$ cat src/rtl/fcs_map.svh
// Constants of the flash command sequencer: command bytes, status bits,
// bus timing and widths. Assumes a 20 ns reference clock.
//
// ---------------------------------------------------------------------
// Rules
// ---------------------------------------------------------------------
// Overview of operation
// RQ1: Device decodes each command, picks next state
// RQ2: After C0H, next write is protection data
// RQ3: Suspended config/query reads go to suspended variants
// RQ4: Host writes B0H anywhere to suspend programming
// RQ5: Host then writes 70H to read status
// RQ6: Toggle chip or output enable between polls
// RQ7: Ready flag high means machine ready; poll it
// RQ8: Suspended flag tells suspended versus already complete
// RQ9: During suspend, read only other blocks' array
// RQ10: Host writes D0H anywhere to resume
// RQ11: Query command switches reads to query database
// RQ12: Bad confirm after setup gives command error; the model drops it with no error bit and the host reports none
// RQ13: Erase suspend accepts lock setup, D0H resumes
`ifndef FCS_MAP_SVH
`define FCS_MAP_SVH

// ---------------------------------------------------------------------
// Widths
// ---------------------------------------------------------------------
`define FCS_ADDR_W 22
`define FCS_DATA_W 16
`define FCS_BLK_LSB 15

// ---------------------------------------------------------------------
// Command bytes
// ---------------------------------------------------------------------
`define FCS_CMD_READ_ARRAY 16'h00FF
`define FCS_CMD_PROGRAM 16'h0040
`define FCS_CMD_ERASE 16'h0020
`define FCS_CMD_SUSPEND 16'h00B0
`define FCS_CMD_RESUME 16'h00D0
`define FCS_CMD_STATUS 16'h0070
`define FCS_CMD_CONFIG 16'h0090
`define FCS_CMD_QUERY 16'h0098
`define FCS_CMD_LOCK_SETUP 16'h0060
`define FCS_CMD_PROT_SETUP 16'h00C0

// ---------------------------------------------------------------------
// Status bits
// ---------------------------------------------------------------------
`define FCS_SR_READY 7
`define FCS_SR_PSUSP 2

// ---------------------------------------------------------------------
// Bus timing, ns and derived cycles (least times round up)
// ---------------------------------------------------------------------
`define FCS_CLK_NS 20
`define FCS_T_WP_NS 60
`define FCS_T_ACC_NS 100
`define FCS_T_GAP_NS 40
`define FCS_WP_CYC ((`FCS_T_WP_NS + `FCS_CLK_NS - 1) / `FCS_CLK_NS)
`define FCS_ACC_CYC ((`FCS_T_ACC_NS + `FCS_CLK_NS - 1) / `FCS_CLK_NS)
`define FCS_GAP_CYC ((`FCS_T_GAP_NS + `FCS_CLK_NS - 1) / `FCS_CLK_NS)

`endif

$ cat src/rtl/fcs_pkg.sv
// Types of the flash command sequencer: operations, states, carriers.
// Assumes fcs_map.svh is on the include path.
`include "fcs_map.svh"

package fcs_pkg;

  // Operations the user may request
  typedef enum logic [3:0] {
    FCS_OP_WRITE, FCS_OP_READ, FCS_OP_ARRAY, FCS_OP_QUERY, FCS_OP_CONFIG,
    FCS_OP_PROGRAM, FCS_OP_ERASE, FCS_OP_LOCK, FCS_OP_PROTECT,
    FCS_OP_SUSPEND, FCS_OP_STATUS, FCS_OP_RESUME
  } fcs_op_t;

  // Bus engine states
  typedef enum logic [2:0] {
    FCS_S_IDLE, FCS_S_NEXT, FCS_S_WR_SETUP, FCS_S_WR_PULSE, FCS_S_WR_HOLD,
    FCS_S_RD_ACC, FCS_S_RD_GAP
  } fcs_state_t;

  // User request
  typedef struct packed {
    fcs_op_t op;
    logic [`FCS_ADDR_W-1:0] addr;
    logic [`FCS_DATA_W-1:0] data;
  } fcs_req_t;

  // User response
  typedef struct packed {
    logic valid;
    logic err;
    logic suspended;
    logic [`FCS_DATA_W-1:0] data;
  } fcs_rsp_t;

  // Flash pin outputs
  typedef struct packed {
    logic ce_n;
    logic oe_n;
    logic we_n;
    logic dq_oe;
    logic [`FCS_ADDR_W-1:0] addr;
    logic [`FCS_DATA_W-1:0] dq_out;
  } fcs_pins_t;

  // Whole state of the sequencer
  typedef struct packed {
    fcs_state_t st;
    fcs_op_t op;
    logic [1:0] step;
    logic [3:0] cnt;
    logic [`FCS_ADDR_W-1:0] uaddr;
    logic [`FCS_DATA_W-1:0] udata;
    logic [`FCS_DATA_W-1:0] rdata;
    logic susp;
    logic [`FCS_ADDR_W-`FCS_BLK_LSB-1:0] prog_blk;
    logic req_ready;
    fcs_rsp_t rsp;
    fcs_pins_t pins;
  } fcs_regs_t;

endpackage

$ cat src/rtl/fcs_host.sv
// Host-side sequencer that drives an asynchronous parallel NOR flash
// through its chip, output and write enables and data pins.
// Assumes the flash answers within the access time in fcs_map.svh and
// that dq_in is already synchronous to ref_clk.
`timescale 1ns/100ps
`include "fcs_map.svh"

module fcs_host
  import fcs_pkg::*;
(
  input wire logic ref_clk,             // 50 MHz clock
  input wire logic reset,               // Synchronous, active high
  input wire logic req_valid,           // Request present
  input fcs_req_t req,                  // Operation, address, data
  output logic req_ready,               // Idle, request may be taken
  output fcs_rsp_t rsp,                 // One-cycle answer
  output fcs_pins_t pins,               // Flash pins driven
  input wire logic [`FCS_DATA_W-1:0] dq_in // Flash data read back
);

  // -------------------------------------------------------------------
  // State
  // -------------------------------------------------------------------
  fcs_regs_t s_r;   // All registered state
  fcs_regs_t s_nxt; // Next value

  logic go_wr;                      // Start a write cycle
  logic go_rd;                      // Start a read cycle
  logic fin;                        // Operation complete
  logic poll;                       // Status polling stage
  logic [`FCS_ADDR_W-1:0] cyc_addr; // Address of next cycle
  logic [`FCS_DATA_W-1:0] cyc_data; // Data of next write
  logic blocked;                    // Array read of suspended block

  // First command byte of each operation
  function automatic logic [`FCS_DATA_W-1:0] first_cmd(input fcs_op_t op);
    case (op)
      FCS_OP_ARRAY: first_cmd = `FCS_CMD_READ_ARRAY;
      FCS_OP_QUERY: first_cmd = `FCS_CMD_QUERY;
      FCS_OP_CONFIG: first_cmd = `FCS_CMD_CONFIG;
      FCS_OP_PROGRAM: first_cmd = `FCS_CMD_PROGRAM;
      FCS_OP_ERASE: first_cmd = `FCS_CMD_ERASE;
      FCS_OP_LOCK: first_cmd = `FCS_CMD_LOCK_SETUP;
      FCS_OP_PROTECT: first_cmd = `FCS_CMD_PROT_SETUP;
      FCS_OP_SUSPEND: first_cmd = `FCS_CMD_SUSPEND;
      FCS_OP_STATUS: first_cmd = `FCS_CMD_STATUS;
      FCS_OP_RESUME: first_cmd = `FCS_CMD_RESUME;
      default: first_cmd = `FCS_CMD_READ_ARRAY;
    endcase
  endfunction

  // -------------------------------------------------------------------
  // Sequencing of bus cycles per operation
  // -------------------------------------------------------------------
  always_comb
  begin
    go_wr = 1'b0;
    go_rd = 1'b0;
    fin = 1'b0;
    cyc_addr = s_r.uaddr;
    cyc_data = s_r.udata;
    // Polling of the ready flag after a status command or after the protection data write
    poll = (s_r.op == FCS_OP_STATUS && s_r.step == 2'd2) ||
           ((s_r.op == FCS_OP_SUSPEND || s_r.op == FCS_OP_PROTECT) &&
            s_r.step == 2'd3);
    if (poll)
    begin
      // Only trust other bits once ready reads one
      if (s_r.rdata[`FCS_SR_READY]) // RQ7
        fin = 1'b1;
      else
        go_rd = 1'b1; // RQ6
    end
    else if (s_r.step == 2'd0)
    begin
      // Plain write, plain read, or the leading command byte
      if (s_r.op == FCS_OP_WRITE)
        go_wr = 1'b1;
      else if (s_r.op == FCS_OP_READ)
        go_rd = 1'b1;
      else
      begin
        go_wr = 1'b1;
        cyc_data = first_cmd(s_r.op); // RQ1 RQ4 RQ10 RQ11
      end
    end
    else if (s_r.step == 2'd1)
    begin
      case (s_r.op)
        FCS_OP_SUSPEND:
        begin
          go_wr = 1'b1;
          cyc_data = `FCS_CMD_STATUS; // RQ5
        end
        // Second write carries data or confirm byte
        FCS_OP_PROGRAM, FCS_OP_ERASE, FCS_OP_LOCK, FCS_OP_PROTECT:
          go_wr = 1'b1; // RQ2 RQ12
        FCS_OP_ARRAY, FCS_OP_QUERY, FCS_OP_CONFIG, FCS_OP_STATUS:
          go_rd = 1'b1; // RQ9 RQ11
        default:
          fin = 1'b1;
      endcase
    end
    else
    begin
      // Step two: status reads for suspend and protect, else done
      if (s_r.op == FCS_OP_SUSPEND || s_r.op == FCS_OP_PROTECT)
        go_rd = 1'b1; // RQ2 RQ5
      else
        fin = 1'b1;
    end
    if (s_r.step == 2'd0 || go_rd)
      cyc_addr = s_r.uaddr;
  end

  // Array reads of the block whose program is suspended are refused
  assign blocked = req.op == FCS_OP_ARRAY && s_r.susp &&
                   req.addr[`FCS_ADDR_W-1:`FCS_BLK_LSB] == s_r.prog_blk; // RQ9

  // -------------------------------------------------------------------
  // Next state
  // -------------------------------------------------------------------
  always_comb
  begin
    s_nxt = s_r;
    s_nxt.rsp.valid = 1'b0;
    s_nxt.rsp.err = 1'b0;
    case (s_r.st)
      FCS_S_IDLE:
      begin
        if (req_valid)
        begin
          if (blocked)
          begin
            // Refused at once, no bus cycle
            s_nxt.rsp.valid = 1'b1;
            s_nxt.rsp.err = 1'b1;
          end
          else
          begin
            s_nxt.op = req.op;
            s_nxt.uaddr = req.addr;
            s_nxt.udata = req.data;
            s_nxt.step = 2'd0;
            s_nxt.st = FCS_S_NEXT;
            if (req.op == FCS_OP_PROGRAM)
              s_nxt.prog_blk = req.addr[`FCS_ADDR_W-1:`FCS_BLK_LSB];
          end
        end
      end
      FCS_S_NEXT:
      begin
        if (fin)
        begin
          s_nxt.st = FCS_S_IDLE;
          s_nxt.rsp.valid = 1'b1;
          s_nxt.rsp.data = s_r.rdata;
          // Suspended only if the flash says so, else program finished
          if (s_r.op == FCS_OP_SUSPEND)
            s_nxt.susp = s_r.rdata[`FCS_SR_PSUSP]; // RQ8
          else if (s_r.op == FCS_OP_RESUME)
            s_nxt.susp = 1'b0; // RQ10
          s_nxt.rsp.suspended = s_nxt.susp;
        end
        else
        begin
          s_nxt.pins.addr = cyc_addr;
          s_nxt.pins.dq_out = cyc_data;
          if (!poll)
            s_nxt.step = s_r.step + 2'd1;
          if (go_wr)
            s_nxt.st = FCS_S_WR_SETUP;
          else
          begin
            s_nxt.st = FCS_S_RD_ACC;
            s_nxt.cnt = 4'(`FCS_ACC_CYC - 1);
          end
        end
      end
      FCS_S_WR_SETUP:
      begin
        s_nxt.st = FCS_S_WR_PULSE;
        s_nxt.cnt = 4'(`FCS_WP_CYC - 1);
      end
      FCS_S_WR_PULSE:
      begin
        if (s_r.cnt == 4'h0)
          s_nxt.st = FCS_S_WR_HOLD;
        else
          s_nxt.cnt = s_r.cnt - 4'h1;
      end
      FCS_S_WR_HOLD:
        s_nxt.st = FCS_S_NEXT;
      FCS_S_RD_ACC:
      begin
        // Sample at end of access; each poll is a fresh read cycle
        if (s_r.cnt == 4'h0)
        begin
          s_nxt.rdata = dq_in;
          s_nxt.st = FCS_S_RD_GAP; // RQ6
          s_nxt.cnt = 4'(`FCS_GAP_CYC - 1);
        end
        else
          s_nxt.cnt = s_r.cnt - 4'h1;
      end
      FCS_S_RD_GAP:
      begin
        if (s_r.cnt == 4'h0)
          s_nxt.st = FCS_S_NEXT;
        else
          s_nxt.cnt = s_r.cnt - 4'h1;
      end
      default:
        s_nxt.st = FCS_S_IDLE;
    endcase
    // Pins follow the next state so they leave flip-flops directly
    s_nxt.pins.ce_n = !(s_nxt.st inside {FCS_S_WR_SETUP, FCS_S_WR_PULSE,
                                         FCS_S_RD_ACC});
    s_nxt.pins.we_n = !(s_nxt.st == FCS_S_WR_PULSE);
    s_nxt.pins.oe_n = !(s_nxt.st == FCS_S_RD_ACC); // RQ6
    s_nxt.pins.dq_oe = s_nxt.st inside {FCS_S_WR_SETUP, FCS_S_WR_PULSE,
                                        FCS_S_WR_HOLD};
    s_nxt.req_ready = s_nxt.st == FCS_S_IDLE;
  end

  // -------------------------------------------------------------------
  // Register
  // -------------------------------------------------------------------
  always_ff @(posedge ref_clk)
  begin
    if (reset)
    begin
      s_r <= '0;
      s_r.st <= FCS_S_IDLE;
      s_r.op <= FCS_OP_WRITE;
      s_r.req_ready <= 1'b1;
      s_r.pins.ce_n <= 1'b1;
      s_r.pins.oe_n <= 1'b1;
      s_r.pins.we_n <= 1'b1;
    end
    else
      s_r <= s_nxt;
  end

  assign req_ready = s_r.req_ready;
  assign rsp = s_r.rsp;
  assign pins = s_r.pins;

  // -------------------------------------------------------------------
  // Assertions
  // -------------------------------------------------------------------
  suspend_cmd_a: assert property (@(posedge ref_clk) disable iff (reset) // RQ4
    ($fell(pins.we_n) && s_r.op == FCS_OP_SUSPEND && s_r.step == 2'd1)
      |-> pins.dq_out == `FCS_CMD_SUSPEND && pins.dq_oe)
    else $error("suspend write not B0");

  status_cmd_a: assert property (@(posedge ref_clk) disable iff (reset) // RQ5
    ($fell(pins.we_n) && s_r.op == FCS_OP_SUSPEND && s_r.step == 2'd2)
      |-> pins.dq_out == `FCS_CMD_STATUS)
    else $error("status command not 70 after suspend");

  // Repetition counts are written out: 2 is the gap count, 3 the pulse count
  oe_toggle_a: assert property (@(posedge ref_clk) disable iff (reset) // RQ6
    $rose(pins.oe_n) |-> pins.oe_n [*2])
    else $error("output enable not held high between polls");

  ready_poll_a: assert property (@(posedge ref_clk) disable iff (reset) // RQ7
    (rsp.valid && !rsp.err && (s_r.op == FCS_OP_STATUS ||
     s_r.op == FCS_OP_SUSPEND)) |-> rsp.data[`FCS_SR_READY])
    else $error("status answered before ready");

  susp_flag_a: assert property (@(posedge ref_clk) disable iff (reset) // RQ8
    (rsp.valid && s_r.op == FCS_OP_SUSPEND && !rsp.err)
      |-> rsp.suspended == rsp.data[`FCS_SR_PSUSP])
    else $error("suspended flag mismatch");

  other_blk_a: assert property (@(posedge ref_clk) disable iff (reset) // RQ9
    (req_valid && req_ready && blocked) |=> rsp.valid && rsp.err && req_ready)
    else $error("suspended block read not refused");

  resume_cmd_a: assert property (@(posedge ref_clk) disable iff (reset) // RQ10
    ($fell(pins.we_n) && s_r.op == FCS_OP_RESUME)
      |-> pins.dq_out == `FCS_CMD_RESUME)
    else $error("resume write not D0");

  query_cmd_a: assert property (@(posedge ref_clk) disable iff (reset) // RQ11
    ($fell(pins.we_n) && s_r.op == FCS_OP_QUERY && s_r.step == 2'd1)
      |-> pins.dq_out == `FCS_CMD_QUERY)
    else $error("query command not 98");

  pulse_len_a: assert property (@(posedge ref_clk) disable iff (reset) // RQ1
    $fell(pins.we_n) |-> !pins.we_n [*3] ##1 pins.we_n && pins.dq_oe)
    else $error("write pulse length wrong");

  prot_data_a: assert property (@(posedge ref_clk) disable iff (reset) // RQ2
    ($fell(pins.we_n) && s_r.op == FCS_OP_PROTECT && s_r.step == 2'd2)
      |-> pins.dq_out == s_r.udata)
    else $error("protection data write wrong");

  suspended_c: cover property (@(posedge ref_clk) disable iff (reset)
    rsp.valid && s_r.op == FCS_OP_SUSPEND && rsp.suspended);
  completed_c: cover property (@(posedge ref_clk) disable iff (reset)
    rsp.valid && s_r.op == FCS_OP_SUSPEND && !rsp.suspended);
  query_c: cover property (@(posedge ref_clk) disable iff (reset)
    rsp.valid && s_r.op == FCS_OP_QUERY);
  resume_c: cover property (@(posedge ref_clk) disable iff (reset)
    rsp.valid && s_r.op == FCS_OP_RESUME);

endmodule

$ cat config.mk
export PLATFORM = sky130hd
export DESIGN_NAME = fcs_host
export DESIGN_NICKNAME = d
export VERILOG_FILES = /design/src/rtl/fcs_pkg.sv /design/src/rtl/fcs_host.sv
export VERILOG_INCLUDE_DIRS = /design/src /design/src/rtl
export SDC_FILE = /design/constraint.sdc
export NUM_CORES = 1
export LEC_CHECK = 0
export ABC_AREA = 1
export BUFFER_PORTS_ARGS = -buffer_cell sky130_fd_sc_hd__buf_2
export CAP_MARGIN = 20
export CORE_MARGIN = 2
export CORE_UTILIZATION = 54
export CTS_CLUSTER_SIZE = 28
export DETAILED_ROUTE_END_ITERATION = 10
export HOLD_SLACK_MARGIN = 0.03
export PLACE_DENSITY = 0.78
export SYNTH_ARGS = -nofsm -noshare
export SYNTH_HDL_FRONTEND = slang
export SYNTH_SLANG_ARGS = --single-unit
$ cat constraint.sdc
create_clock -name ref_clk -period 2 [get_ports ref_clk]
set_input_delay 0.4 -clock ref_clk [delete_from_list [all_inputs] [get_ports ref_clk]]
set_output_delay 0.4 -clock ref_clk [all_outputs]
set_load 0.01 [all_outputs]
Yosys cells after proc, flatten, opt, wreduce, memory -nomap -nowiden
Memories as Yosys holds them, arrays and structs flattened. A register that Yosys moved wholly into a read port is not among the register bits.
Index checks and enable logic that the tools add are counted.

storage, ports and cells
  input port bits = 61
  memory bits (read-only) = 128
  memories kept = 1
  word-level logic and storage cells = 131
  output and inout port bits = 62
  RAM bits = 0
  flip-flop bits (word level) = 136
  latch bits = 0

cells by class
  shift operators = 0
  reductions and logical operators = 31
  $lt $le $gt $ge = 0
  div/mod/pow operators = 0
  $add $sub $neg = 2
  bitwise operators = 4
  multiplexer cells = 41
  $mul = 0
  eq/ne operators = 33

memory list
  name             words  width  rd ports  clocked after memory_dff  write ports  line            text
  (no name shown)  16     8      1         1                         0            fcs_host.sv:37  case (op)

operator list
  cell                                                             number
  16-bit two-way mux                                               6
  3-bit case mux with 7 select lines                               1
  4-bit by 3-bit == test with 1-bit output, second input constant  5
  4-bit two-way mux                                                5
  9-bit two-way mux                                                2
  4-bit == test, second input constant                             4
  4-bit case mux with 4 select lines                               1
  3-bit == test, second input constant                             5
  1-bit two-way mux                                                15
  3-bit two-way mux                                                5
  3-bit by 2-bit == test with 1-bit output, second input constant  4
  4-bit by 2-bit == test with 1-bit output, second input constant  3
  2-bit inequality test, second input constant                     6
  9-bit OR reduction                                               1
  4-bit zero test                                                  2
  4-bit AND reduction                                              2
  7-bit == test                                                    1
  3-bit zero test                                                  2
  2-bit two-way mux                                                3
  6-bit two-way mux                                                1
  2-bit AND reduction                                              3
  3-bit AND reduction                                              2
  3-bit nonzero test                                               2
  5-bit AND reduction                                              1
  other kinds (18)                                                 29

Logic depth before layout (Yosys ltp)
Gate-level depths: netlist of the first run.

  word-level depth = 12
  mapped depth = 18
  gate-level depth less buffers = 18

Least setup slack after synthesis of the first run
No wires, ideal clock.

  path kind = input to register
  from = input req[38] (netlist name)
  to = register (tool-made name)
  arrival time = 1.739 ns
  setup time = 0.123 ns
  data required time = 1.877 ns
  stages = 13
  buffers on the path = 0
  slack = 0.138 ns
  cell sequence = inv_1 nand2_1 nor2_1 nand2_1 nor2_1 nand3_2 nand2_2 inv_2 nand2_1 nand3_1 ha_1 o21ai_0 nand2_1

RTL lines
  item             line            text
  start, declared  fcs_host.sv:14  input fcs_req_t req,

Worst setup path after layout of the first run
  from = register s_r[128] (netlist name)
  to = register s_r[124] (netlist name)

between the ends
  cells in the longest elaborated chain, start to end = 6
  elaborated cells between the ends (all ways) = 16
  classes of those cells = eq/ne: 5; mux: 6; reduce/logical: 5

ends and longest elaborated chain
  item                                                              line                            text
  start, declared                                                   fcs_host.sv:24                  fcs_regs_t s_r;
  start signal, assigned                                            fcs_host.sv:242                 s_r <= s_nxt;
  2-bit by 1-bit == test with 1-bit output (tied with other cells)  fcs_host.sv:87                  else if (s_r.step == 2'd1)
  1-bit two-way mux (tied with other cells)                         fcs_host.sv:87
  1-bit two-way mux or 1-bit logical OR (tied branches)             fcs_host.sv:74, fcs_host.sv:63
  1-bit two-way mux                                                 fcs_host.sv:66                  if (poll)
  2-bit inequality test (no line)                                   n/a
  4-bit AND reduction (no line) (*)                                 n/a

Mark *: on every way between the ends. The rest lies on a longest branch, timed or not.
A chain may end at the register's enable or synchronous reset.

==> impl_metrics.tcl, run 1 <==
set metrics [dict create \
    reg2reg_depth 12 \
    final_cell_area_um2 7580 \
    fin_crit_ns 1.85 \
    area_growth_pct 17.3 \
    hold_viol 0 \
    worst_slew_pin_slew_ns 0.657 \
    status "finished clean" \
    drt_first_pass_iters 5 \
    wl_um 14500 \
    power.switching_w 0.00393 \
    numCtsBuffers 17 \
    cp.required_ns 2.28 \
    ant_nets 0 \
    powerDensity_nw_per_um2 1460 \
    pin_count 123 \
    routed_via_density 5.10 \
    cts.path.max_buffers 2 \
    cts_hold_buf 0 \
    rr_startpoint "s_r[128]$_SDFFE_PP0P_" \
    drc_errors 0 \
    core_um2 11600 \
    yosysUniqueCellTypes 40 \
    routabilityCongestion 0.849 \
    drt-wirelength-per-cell_um 13.2 \
    hold_path.class "in2reg" \
    r2r_end "s_r[124]$_SDFFE_PP0P_" \
    grt_overflow 0 \
    hp-start "dq_in[15]" \
    die-width_um 113 \
    p_clk_share_pct 30.2 \
    cts_root_buf "clkbuf_16" \
    pwr-share-comb_pct 34.8 \
    grt_pass1_vias 5281 \
    synth_area_per_cell_um2 7.49 \
    port_buffers 122 \
    ir_drop_mv 0.767 \
    synth_fp_nets 934 \
    dpl.cell_count 1062 \
    p_int_w 0.00709 \
    setup_violations 0 \
    fin_skew_ns 0.0140 \
    cpMaxStageDelayCell "dfxtp_2" \
    synth-seq-cells 142 \
    hpwl_um 9660 \
    grt_pass1_wl_um 23800 \
    reg2reg_slack_ns 0.15 \
    nets 1014 \
    yosysWarnings 0 \
    cp_cell_sequence "inv_2 -> ha_1 -> nand2_1 -> nand2_1 -> o211ai_4 -> inv_4 -> nand2_4 -> nand2_1 -> nand2_2 -> nand3_2 -> o21ai_0 -> nor2_1" \
    antenna_found_initial 0 \
    seq_area_frac_synth_pct 44.0 \
    criticalPathCategory "reg2reg" \
    slew_violations 0 \
    min_delay_path_depth 3 \
    crit_arrival_ns 2.12 \
    crit_path_start_kind "register" \
    gr-usage-all-layers_pct 23.1 \
    initial_core_util_pct 55.9 \
    h-tree-depth 4 \
    finalSetupTns_ns 0 \
    p_seq_share_pct 35.0 \
    vias 5601 \
    slew_headroom_pct 56.2 \
    worst_path_most_repeated_cell "nand2_1" \
    drv_cap 0 \
    critPathMaxStageDelay_ns 0.36 \
    grt_max_degree 53 \
    fmax_mhz 541 \
    p_leak_nw 3.50 \
    min_to "s_r[85]$_SDFFE_PP0P_" \
    clk_pin_slew_ns 0.06 \
    cts_tree "built" \
    dieArea_um2 12900 \
    clkLatencyLatePin_ns 0.42 \
    final_common_cell "nor2_1" \
    syn-cell-area_um2 6460 \
    num_rows 39 \
    antenna_cells 0 \
    instances_no_fill 1098 \
    critPathMaxFanout 7 \
    final_cell_mix "nor2_1, nand2_1, dfxtp_1" \
    p_sw_share_pct 35.7 \
    drtIter0Drc 488 \
    drive_gt1_share_pct 25.9 \
    cts_sinks 142 \
    synth_cells 863 \
    die_height_um 113 \
    place_area_um2 6830 \
    crit_path_end_kind "register" \
    final.period_utilization_pct 92.5 \
]
==> layout make-up <==
type	instances	area (um^2)
clock inverters	11	164
fillers	996	3990
well taps	143	179
clock buffers	20	467
repair buffers	160	951
multi-input cells	565	2750
flip-flops and latches	142	2850
inverters	57	224
==> worst max-delay path, delay by kind of cell (launching register included) <==
kind / cells / cell delay, ns
simple gates: 7 / 0.67
flops: 1 / 0.36
compound gates: 2 / 0.34
fa+ha+maj: 1 / 0.18
buf+inv: 2 / 0.14
==> flip-flops by register name, summed over array words and instances, names as in the netlist, named ones only <==
| signal | flops |
|---|---|
| pins | 42 |
| s_r | 52 |
| cyc_addr | 22 |
| rsp | 19 |
| req_ready | 1 |
==> how the worst max path moves through the flow <==
| stage | start | to | slack (ns) | cells past startpoint |
|---|---|---|---|---|
| after floorplan | req[38] | register | 0.14 | 13 |
| after global placement | req[41] | register | -0.02 | 14 |
| after detailed placement | req[41] | register | -0.09 | 14 |
| after CTS | s_r[128]$_SDFFE_PP0P_ | s_r[124]$_SDFFE_PP0P_ | -0.000007 | 12 |
| after global routing | s_r[65]$_SDFFE_PP0P_ | register | -0.007 | 18 |
| final | s_r[128]$_SDFFE_PP0P_ | s_r[124]$_SDFFE_PP0P_ | 0.15 | 12 |
==> through the flow <==
step           utilization [%]  worst slack [ns]  hold slack [ns]  total power [W]
2_1_floorplan                -             0.138            0.424          0.00685
4_1_cts                   64.6       -0.00000666            0.196           0.0109
6_report                  65.5             0.151            0.214           0.0110
5_1_grt                   65.5          -0.00697            0.205           0.0118
3_5_place_dp              59.1           -0.0902            0.451          0.00750
3_3_place_gp              59.1           -0.0204            0.438          0.00742
==> cells in the mapped netlist, drive strengths merged <==
cell      n  area (um^2)
inv      57          216
a31oi     3         18.8
a211oi    1         7.51
dfxtp   142         2840
clkbuf   19         71.3
xor2      4         35.0
or2       1         6.26
a21oi    61          343
o22ai     1         6.26
nor3      4         25.0
nand3b    1         7.51
o21ai    86          430
nor4      1         6.26
and3      1         6.26
and2      1         6.26
buf      80          622
nand2   166          661
nand4    16          100
nor3b     2         15.0
ha       10          125
o21a      2         15.0
o211ai    2         28.8
nor2    159          617
nand3    43          250
==> power groups by stage <==
stage | registers [W] | clock network, W | logic (W)
finish | 0.00386 | 0.00333 | 0.00384
global route | 0.00393 | 0.00349 | 0.00434
CTS | 0.00385 | 0.00336 | 0.00365
detailed placement | 0.00390 | 0 | 0.00360
global placement | 0.00388 | 0 | 0.00354
floorplan | 0.00382 | 0 | 0.00303
==> metal layers <==
layer  track usage, %  up-vias  part of all wire [%]
met1             28.5     2566                    45
met5                0        -                     0
met4             8.21        0                   1.5
met2             38.9      133                    49
li1                 -     2884                     -
met3             6.32       18                   4.8
==> cell families after synthesis <==
kind of cell | Yosys count | synth area share (%)
xor gates and xnor gates | 4 | 0.542
DFF | 142 | 44.0
adders and majority gates | 10 | 1.94
AOI/OAI and AO/OA | 156 | 13.1
buffers and inverters | 156 | 14.1
and+or+nand+nor | 395 | 26.3
==> what timing repair did <==
action / 4_1_cts / 5_1_grt
gates resized for setup: 2 / 23
pin swaps: 0 / 6
cloned: 0 / 2
buffers inserted: 0 / 3
setup endpoints to repair: 9 / 69
Note: power is estimated with default switching activity, not from simulation.
==> inputs of run 2 (changes only) <==
- MAX_ROUTING_LAYER: unset -> met4
==> impl_metrics.tcl, run 2 (synthesis results as in run 1) <==
set metrics [dict create \
    routed_via_density 5.11 \
    ir_drop_mv 0.771 \
    h-tree-depth 4 \
    routabilityCongestion 0.862 \
    critPathMaxFanout 8 \
    finalSetupTns_ns 0 \
    core_um2 11600 \
    grt_pass1_wl_um 23800 \
    hold_path.class "in2reg" \
    dpl.cell_count 1062 \
    p_sw_share_pct 35.7 \
    num_rows 39 \
    die_height_um 113 \
    pwr-share-comb_pct 34.8 \
    slew_violations 0 \
    dieArea_um2 12900 \
    status "finished clean" \
    crit_path_end_kind "register" \
    power.switching_w 0.00394 \
    vias 5610 \
    numCtsBuffers 17 \
    drive_gt1_share_pct 25.9 \
    initial_core_util_pct 55.9 \
    p_seq_share_pct 35.0 \
    ant_nets 0 \
    p_int_w 0.00709 \
    area_growth_pct 17.3 \
    antenna_found_initial 0 \
    grt_overflow 0 \
    worst_slew_pin_slew_ns 0.639 \
    cp.required_ns 2.35 \
    wl_met2_um 7020 \
    crit_arrival_ns 2.20 \
    cts_tree "built" \
    grt_max_degree 53 \
    gr-usage-all-layers_pct 23.7 \
    nets 1014 \
    final_common_cell "nor2_1" \
    place_area_um2 6830 \
    top_layer_used "met4" \
    antenna_cells 0 \
    pin_count 123 \
    slew_headroom_pct 57.4 \
    final.period_utilization_pct 92.4 \
    cts_root_buf "clkbuf_16" \
    drc_errors 0 \
    fin_skew_ns 0.00728 \
    clk_pin_slew_ns 0.06 \
    setup_violations 0 \
    met3WireLength_um 773 \
    largest-register "s_r" \
    p_leak_nw 3.50 \
    grt_pass1_vias 5277 \
    met1_length_um 6410 \
    p_clk_share_pct 30.2 \
    crit_path_start_kind "register" \
    final_cell_area_um2 7580 \
    hpwl_um 9660 \
    cts_sinks 142 \
    drv_cap 0 \
    largest_register_ff_count 52 \
    num-fill-cells 996 \
    drt-wirelength-per-cell_um 13.2 \
    drtIter0Drc 468 \
    criticalPathCategory "reg2reg" \
    port_buffers 122 \
    instances_no_fill 1098 \
    power_w 0.0110 \
    fin_crit_ns 1.85 \
    final_cell_mix "nor2_1, nand2_1, dfxtp_1" \
    wl_um 14500 \
    hold_viol 0 \
    die-width_um 113 \
    fmax_mhz 541 \
    drt_first_pass_iters 5 \
    cts.path.max_buffers 2 \
    clkLatencyLatePin_ns 0.42 \
    powerDensity_nw_per_um2 1460 \
]
## run 2: cell counts in the layout (fill, tap and decap cells not counted)
Identical to the previous run, type by type.
## run 2: layer usage
metal | vias to the layer above | global-route usage, %
met2 | 140 | 38.8
met3 | 24 | 5.90
li1 | 2880 | -
met1 | 2566 | 28.7
met4 | 0 | 7.97
met5 | - | -
## run 2: area by class of cell
class / instances / area [um^2] / share of cell area (%)
clock buffer: 20 / 467 / 6.16
clock inverter: 11 / 164 / 2.16
inverter: 57 / 224 / 2.96
multi-input combinational: 565 / 2750 / 36.3
sequential: 142 / 2850 / 37.5
tap: 143 / 179 / 2.36
timing repair buffer: 160 / 951 / 12.5
## run 2: through the flow
stage / util, % / worst slack, ns / hold slack [ns]
final: 65.5 / 0.152 / 0.208
after global routing: 65.5 / -0.00734 / 0.208
after CTS: 64.6 / -0.00000666 / 0.196
after detailed placement: 59.1 / -0.0902 / 0.451
after global placement: 59.1 / -0.0204 / 0.438
after floorplan: - / 0.138 / 0.424
## run 2: worst max-delay path, cell delays in order, from the launching register on
cell	delay (ns)
dfxtp_2	0.36
inv_2	0.05
ha_1	0.18
nand2_1	0.06
nand2_1	0.08
o211ai_4	0.17
inv_4	0.09
nand2_4	0.09
nand2_1	0.07
nand2_2	0.17
buf_4	0.20
nand4_1	0.12
a21oi_1	0.13
## run 2: power by group through the flow
stage	Sequential, W	Combinational [W]	Clock [W]
after global placement	0.00388	0.00354	0
after CTS	0.00385	0.00365	0.00336
after detailed placement	0.00390	0.00360	0
after floorplan	0.00382	0.00303	0
after global routing	0.00393	0.00434	0.00349
final	0.00386	0.00384	0.00333
## run 2: timing repair
action	CTS	global route
gates resized for setup	2	23
hold buffers	0	0
pin swaps	0	6
setup buffers	0	3
cloned	0	2
endpoints found under the setup margin	9	69
## run 2: path summary, 6_finish.rpt
check | startpoint | end | slack (ns) | cells after the start
setup reg to reg | s_r[128]$_SDFFE_PP0P_ | s_r[127]$_SDFFE_PP0P_ | 0.15 | 12
setup / recovery | s_r[128]$_SDFFE_PP0P_ | s_r[127]$_SDFFE_PP0P_ | 0.15 | 12
hold / removal | dq_in[15] | s_r[85]$_SDFFE_PP0P_ | 0.21 | 3
hold reg to reg | cyc_addr[0]$_SDFFE_PP0P_ | pins[16]$_SDFFE_PP0P_ | 0.46 | 2
